<file path="config.mk">
export PLATFORM = sky130hd
export DESIGN_NAME = xpbus_port
export DESIGN_NICKNAME = d
export VERILOG_FILES = /design/src/verilog/xpbus_pkg.sv /design/src/verilog/xpbus_sync.sv /design/src/verilog/xpbus_port.sv
export VERILOG_INCLUDE_DIRS = /design/src /design/src/verilog
export SDC_FILE = /design/constraint.sdc
export NUM_CORES = 1
export LEC_CHECK = 0
export BUFFER_PORTS_ARGS = -buffer_cell sky130_fd_sc_hd__buf_2
export CORE_AREA = 4 4 84 86
export CTS_CLUSTER_DIAMETER = 150
export DETAILED_ROUTE_END_ITERATION = 10
export DIE_AREA = 0 0 88 90
export HOLD_SLACK_MARGIN = 0.02
export PLACE_DENSITY_LB_ADDON = 0.2
export SLEW_MARGIN = 20
export SYNTH_ARGS = -nofsm -noshare
export SYNTH_HDL_FRONTEND = slang
export SYNTH_SLANG_ARGS = --single-unit
</file>
<file path="constraint.sdc">
create_clock -name clock -period 3.58 [get_ports clock]
set_clock_uncertainty 0.15 [all_clocks]
set_input_delay 0.537 -clock clock [delete_from_list [all_inputs] [get_ports clock]]
set_output_delay 0.537 -clock clock [all_outputs]
set_load 0.01 [all_outputs]
</file>
<file path="src/verilog/xpbus_params.svh">
// Behaviour
// - access uses 3 address lines, 16 data lines, strobe, read/write select and wait input
// - seven 16-bit off-chip slots, 0 to 6, selected by address lines
// - slots 4-6 belong to internal peripherals, freed when owner disabled
// - access finishes in one cycle without programmed or external wait
// - one internal wait state inserted when selected in the config slot
// - wait input looked at only during an off-chip access
// - read/write select high for read, low for write
// - slot 7 only programs wait states, never appears on the pins
// - slot 4 belongs to the timer while timer enabled
// - slots 5 and 6 belong to codec channels 0 and 1 while enabled
`ifndef XPBUS_PARAMS_SVH
`define XPBUS_PARAMS_SVH
`define XPB_ADDR_W 3
`define XPB_DATA_W 16
`define XPB_SLOT_TIMER 3'h4
`define XPB_SLOT_CODEC0 3'h5
`define XPB_SLOT_CODEC1 3'h6
`define XPB_SLOT_WCFG 3'h7
`define XPB_WCFG_BIT 2
`define XPB_WCFG_RST 1'b0
`define XPB_RDATA_RST 16'h0000
`endif

</file>
<file path="src/verilog/xpbus_pkg.sv">
`include "xpbus_params.svh"
package xpbus_pkg;
  typedef logic [`XPB_ADDR_W-1:0] xpbus_addr_t;
  typedef logic [`XPB_DATA_W-1:0] xpbus_data_t;
  typedef enum logic [3:0] {
    XPB_IDLE = 4'h1,
    XPB_SETUP = 4'h2,
    XPB_STROBE = 4'h4,
    XPB_DONE = 4'h8
  } xpbus_state_t;
endpackage : xpbus_pkg

</file>
<file path="src/verilog/xpbus_sync.sv">
`timescale 1ns/1ps
// two-flop synchroniser for the wait pin
module xpbus_sync (
  input wire logic clock,
  input wire logic reset,
  input wire logic clk_en,
  input wire logic d,
  output logic q
);
  logic meta_r;
  logic meta_nxt;
  logic q_nxt;
  // release value high so no spurious stretch after reset
  always_comb
  begin
    meta_nxt = clk_en ? d : meta_r;
    q_nxt = clk_en ? meta_r : q;
  end
  always_ff @(posedge clock)
  begin
    if (reset)
    begin
      meta_r <= 1'b1;
      q <= 1'b1;
    end
    else
    begin
      meta_r <= meta_nxt;
      q <= q_nxt;
    end
  end
endmodule : xpbus_sync

</file>
<file path="src/verilog/xpbus_port.sv">
`timescale 1ns/1ps
`include "xpbus_params.svh"
// external peripheral register port
module xpbus_port (
  input wire logic clock,
  input wire logic reset,
  input wire logic clk_en,
  input wire logic req,
  input wire logic req_read,
  input wire xpbus_pkg::xpbus_addr_t req_addr,
  input wire xpbus_pkg::xpbus_data_t req_wdata,
  input wire logic timer_enabled,
  input wire logic codec0_enabled,
  input wire logic codec1_enabled,
  input wire logic wait_n,
  input wire xpbus_pkg::xpbus_data_t peripheral_data_lines_in,
  output xpbus_pkg::xpbus_data_t peripheral_data_lines_out,
  output logic peripheral_data_lines_oe,
  output xpbus_pkg::xpbus_addr_t peripheral_address_lines,
  output logic data_strobe_n,
  output logic read_not_write,
  output logic busy,
  output logic done,
  output logic refused,
  output xpbus_pkg::xpbus_data_t rdata,
  output logic wait_state_en
);
  import xpbus_pkg::*;

  xpbus_state_t state_r, state_nxt;
  xpbus_addr_t addr_r, addr_nxt;
  xpbus_data_t wdata_r, wdata_nxt;
  xpbus_data_t rdata_nxt;
  xpbus_data_t din_m_r, din_r;
  logic rnw_r, rnw_nxt;
  logic oe_nxt, ds_nxt, busy_nxt, done_nxt, refused_nxt, wse_nxt;
  logic iwait_r, iwait_nxt;
  logic wait_s;
  logic slot_free;

  xpbus_sync u_wait_sync (
    .clock(clock),
    .reset(reset),
    .clk_en(clk_en),
    .d(wait_n),
    .q(wait_s)
  );

  // shared slots open only while their owner is disabled
  always_comb
  begin
    case (req_addr)
      `XPB_SLOT_TIMER: slot_free = !timer_enabled;
      `XPB_SLOT_CODEC0: slot_free = !codec0_enabled;
      `XPB_SLOT_CODEC1: slot_free = !codec1_enabled;
      `XPB_SLOT_WCFG: slot_free = 1'b0;
      default: slot_free = 1'b1;
    endcase
  end

  // access sequencer: setup, strobe low (stretched by waits), strobe rise
  always_comb
  begin
    state_nxt = state_r;
    addr_nxt = addr_r;
    wdata_nxt = wdata_r;
    rnw_nxt = rnw_r;
    rdata_nxt = rdata;
    oe_nxt = peripheral_data_lines_oe;
    ds_nxt = data_strobe_n;
    busy_nxt = busy;
    done_nxt = 1'b0;
    refused_nxt = 1'b0;
    wse_nxt = wait_state_en;
    iwait_nxt = iwait_r;
    case (state_r)
      XPB_IDLE:
      begin
        if (req && req_addr == `XPB_SLOT_WCFG && !req_read)
        begin
          wse_nxt = req_wdata[`XPB_WCFG_BIT]; // internal only
          done_nxt = 1'b1;
        end
        else if (req && req_addr == `XPB_SLOT_WCFG)
        begin
          rdata_nxt = '0;
          rdata_nxt[`XPB_WCFG_BIT] = wait_state_en;
          done_nxt = 1'b1;
        end
        else if (req && !slot_free)
          refused_nxt = 1'b1;
        else if (req)
        begin
          addr_nxt = req_addr;
          wdata_nxt = req_wdata;
          rnw_nxt = req_read; // high read, low write
          oe_nxt = !req_read;
          busy_nxt = 1'b1;
          state_nxt = XPB_SETUP;
        end
      end
      XPB_SETUP:
      begin
        ds_nxt = 1'b0; // address and select already settled a cycle
        iwait_nxt = wait_state_en;
        state_nxt = XPB_STROBE;
      end
      XPB_STROBE:
      begin
        // wait pin only matters here, inside an access
        if (iwait_r)
          iwait_nxt = 1'b0; // exactly one extra cycle
        else if (wait_s)
        begin
          ds_nxt = 1'b1;
          state_nxt = XPB_DONE;
        end
      end
      XPB_DONE:
      begin
        // synced pin data lags two edges, so take it one edge after strobe rise;
        // taking it at the rise would return the word from before the address moved
        if (rnw_r)
          rdata_nxt = din_r;
        oe_nxt = 1'b0; // data held one cycle past strobe rise
        busy_nxt = 1'b0;
        done_nxt = 1'b1;
        state_nxt = XPB_IDLE;
      end
      default:
        state_nxt = XPB_IDLE;
    endcase
  end

  // registers; address and select held unchanged until idle
  always_ff @(posedge clock)
  begin
    if (reset)
    begin
      state_r <= XPB_IDLE;
      addr_r <= '0;
      wdata_r <= '0;
      rnw_r <= 1'b1;
      rdata <= `XPB_RDATA_RST;
      peripheral_data_lines_oe <= 1'b0;
      data_strobe_n <= 1'b1;
      busy <= 1'b0;
      done <= 1'b0;
      refused <= 1'b0;
      wait_state_en <= `XPB_WCFG_RST;
      iwait_r <= 1'b0;
      din_m_r <= '0;
      din_r <= '0;
    end
    else if (clk_en)
    begin
      state_r <= state_nxt;
      addr_r <= addr_nxt;
      wdata_r <= wdata_nxt;
      rnw_r <= rnw_nxt;
      rdata <= rdata_nxt;
      peripheral_data_lines_oe <= oe_nxt;
      data_strobe_n <= ds_nxt;
      busy <= busy_nxt;
      done <= done_nxt;
      refused <= refused_nxt;
      wait_state_en <= wse_nxt;
      iwait_r <= iwait_nxt;
      din_m_r <= peripheral_data_lines_in;
      din_r <= din_m_r;
    end
  end

  assign peripheral_address_lines = addr_r;
  assign read_not_write = rnw_r;
  assign peripheral_data_lines_out = wdata_r;
endmodule : xpbus_port

</file>
==> summary.log <==
INFO  run_status     status=finished, final reports clean
INFO  timing         final-setup-viol-count=0
INFO  global_route   number_of_antenna_violations_at_the_first_check_in_global_routing=0
INFO  timing         f_max=437MHz
INFO  global_route   grt_overflow_total=0
INFO  global_route   grt_max_degree=40
INFO  drt            final_wirelength=6850um
INFO  yosys          area_share_of_fa_ha_maj_cells_after_synthesis=0%
INFO  die            floorplan.die_area=0.00792mm2
INFO  die            die_width=88um
INFO  cts            clock_tree.htree_level_count=3
INFO  yosys          post_synth_xor_area_fraction=0.282%
INFO  yosys          post_synth_cell_types=40
INFO  drt            drc=0
INFO  cells_and_area final_util=59.4%
INFO  flow_run       maxCapViolCount=0
INFO  yosys          ys.flop_type=sky130_fd_sc_hd__dfxtp_1
INFO  drt            wl_per_cell=14.8um
INFO  yosys          synthesis.area_per_instance=10.2um2
INFO  global_route   grt_first_pass_wirelength=11300um
INFO  yosys          ys_async_sr_fraction=0%
INFO  timing         final_worst_path_period_need=2.29ns
INFO  cts            cts.root.buffer_cell=sky130_fd_sc_hd__clkbuf_8
INFO  drt            detailed_routing_iteration_count_for_the_pre_antenna_repair_pass=4
INFO  cts            insertion_delay=0.35ns
INFO  yosys          yosysTopAreaCell=sky130_fd_sc_hd__dfxtp_1
INFO  die            die_height=90um
INFO  yosys          synth.mux.area_fraction=12.6%
INFO  critical_path  critical_path_peak_fanout=21
INFO  die            design.portCount=86
INFO  power          vdd_ir_drop_max=0.299mV
INFO  yosys          synth-warning-count=0
INFO  critical_path  endpoint_kind=register
INFO  placed_design  io_buffers=85
INFO  yosys          yosysTopAreaCellShare=52.2%
INFO  yosys          synth.net_count=349
INFO  critical_path  critical_path_class=register to register
INFO  drt            route.antenna.remaining_nets=0
INFO  power          p_leak=1.71nW
INFO  cells_and_area layout.nets=424
INFO  yosys          synth-edff-count=0
INFO  timing         maxSlewViolCount=0
INFO  yosys          seq_area_frac_synth=52.2%
INFO  global_route   grt_util_all_layers=17.7%
INFO  yosys          ys_ff_latch=81
INFO  timing         number_of_hold_violations_in_the_final_report=0
INFO  cells_and_area n_antenna_cell=0
INFO  cts            cts.repair_timing.setup_buffer_count=0
INFO  yosys          synthSimpleGateAreaFrac=14.5%
INFO  drt            total_via_count_after_detailed_routing=2473
INFO  cells_and_area layout_cells_sized_above_1=29.6%
INFO  timing         final.setup.worst_slack=1.29ns
INFO  cts            cts.path.max_buffers=2
INFO  timing         rsz0062_at_grt=false
INFO  placed_design  hpwlAfterDp=4590um
INFO  die            core_area=0.00628mm2
INFO  drt            detail_route.vias_per_cell=5.35
INFO  timing         post-route-period-util=63.9%
INFO  timing         worst_pin_slew=0.951ns
INFO  cts            clk_pin_slew_worst_paths=0.09ns
INFO  global_route   vias_in_the_first_global_route=2329
INFO  die            effective_utilization_at_floorplan=49.5%
INFO  cts            numClockSinks=81
INFO  worst_hold_path worst_hold_path_type=primary input to register
INFO  critical_path  critPathRequiredTime=3.67ns
INFO  die            rows=29
INFO  critical_path  critPathLaunchType=register
INFO  yosys          synth_area=0.00310mm2
INFO  cts            tritoncts_clock_tree=done
INFO  yosys          post_synth_main_area_contributors=sky130_fd_sc_hd__dfxtp_1 (52%), sky130_fd_sc_hd__mux2i_1 (13%), sky130_fd_sc_hd__nor2_1 (4.5%), sky130_fd_sc_hd__a21oi_1 (4.0%), sky130_fd_sc_hd__o21ai_0 (3.5%)
INFO  yosys          fraction_of_the_mapped_netlist_area_in_compound_gates=15.2%
INFO  cts            cts.hold.buffers_added=0
INFO  cells_and_area flow.area_growth_from_synthesis=20.2%
INFO  yosys          post_synth_inst_count=305
INFO  cts            cts-buffers-inserted=9
INFO  drt            initialDrtViolationCount=126
INFO  critical_path  arrival_time_of_data_at_the_critical_path_endpoint=2.38ns
INFO  placed_design  gp_congestion=0.775
INFO  placed_design  pre_cts_ws=1.09ns
INFO  timing         setup_total_negative_slack=0ns
INFO  timing         max_slew_headroom=36.3%
INFO  yosys          synth_top_family_by_area=compound AO/OA/AOI/OAI gates
INFO  power          powerDensity=498mW/mm2
INFO  cts            cts_resized=0
## layout make-up
| class | instances | area (um2) |
|---|---|---|
| Timing Repair Buffer | 88 | 448 |
| Sequential cell | 81 | 1620 |
| Clock buffer | 11 | 141 |
| Inverter | 4 | 15.0 |
| Clock inverter | 5 | 78.8 |
| Fill cell | 560 | 2550 |
| Tap cell | 77 | 96.3 |
| Multi-Input combinational cell | 196 | 1330 |
## cell usage in the layout (no fill, tap or decap), drive strengths merged, types with 7 or more instances in the layout
cell / count
buf: 88
dfxtp: 81
mux2i: 39
nor2: 37
a21oi: 25
o21ai: 22
nand3: 19
a22o: 16
clkbuf: 11
nand2: 7
## registers in the layout, indices dropped and copies added (netlist names), 3 cells and up
signal and cells:
din_m_r 16, peripheral_address_lines 3, din_r 16, state_r 4, peripheral_data_lines_out 16, rdata 16
## layer usage
| layer | vias to the layer above | track usage, % | part of all wire (%) |
|---|---|---|---|
| met5 | - | 0 | 0 |
| met4 | 0 | 5.50 | 1.1 |
| met3 | 7 | 6.22 | 8.1 |
| met2 | 81 | 27.1 | 44 |
| met1 | 1143 | 23.3 | 47 |
| li1 | 1242 | - | - |
## through the flow
step | instance area, um2 | cells | total power [mW] | hold WS (ns)
floorplan | 3100 | 305 | 1.09 | 0.291
global placement | 3510 | 446 | 1.14 | 0.296
detailed placement | 3510 | 446 | 1.15 | 0.308
CTS | 3730 | 462 | 1.88 | 0.253
global route | 3730 | 462 | 1.94 | 0.261
finish | 3730 | 462 | 1.86 | 0.260
## final timing paths
path	slack, ns	endpoint	cells after the start	start
max reg2reg	1.29	peripheral_data_lines_oe	4	state_r[0]
min	0.26	din_m_r[4]	3	peripheral_data_lines_in[4]
min reg2reg	0.32	busy	2	busy
max	1.29	peripheral_data_lines_oe	4	state_r[0]
## cell families (layout without fill, tap and decap cells)
group | count (synthesis) | after routing
AND/OR/NAND/NOR | 82 | 82
AO/OA/AOI/OAI | 74 | 74
multiplexers | 39 | 39
XOR/XNOR | 1 | 1
flip-flops | 81 | 81
buffers and inverters | 28 | 108
## where the power goes
part / leakage (nW) / internal, mW / switching [mW]
sequential: 0.660 / 0.933 / 0.0199
clock: 0.113 / 0.411 / 0.323
combinational: 0.941 / 0.0702 / 0.0999
total: 1.71 / 1.41 / 0.442
## cells in the mapped netlist, drive strengths merged (2+ instances only)
master	number
dfxtp	81
mux2i	39
nor2	37
a21oi	25
o21ai	22
nand3	19
a22o	16
buf	12
clkbuf	12
nand2	7
inv	4
nor4b	4
a211oi	2
and2	2
and4	2
nand2b	2
nand4b	2
o211ai	2
o311a	2
## worst max-delay path, cell delays in order (launching register included)
cell and delay (ns):
sky130_fd_sc_hd__dfxtp_1 0.49, sky130_fd_sc_hd__nor4b_4 0.36, sky130_fd_sc_hd__and2_1 0.69, sky130_fd_sc_hd__nand2_1 0.21, sky130_fd_sc_hd__a41o_1 0.28
(Power assumes the default switching activity.)
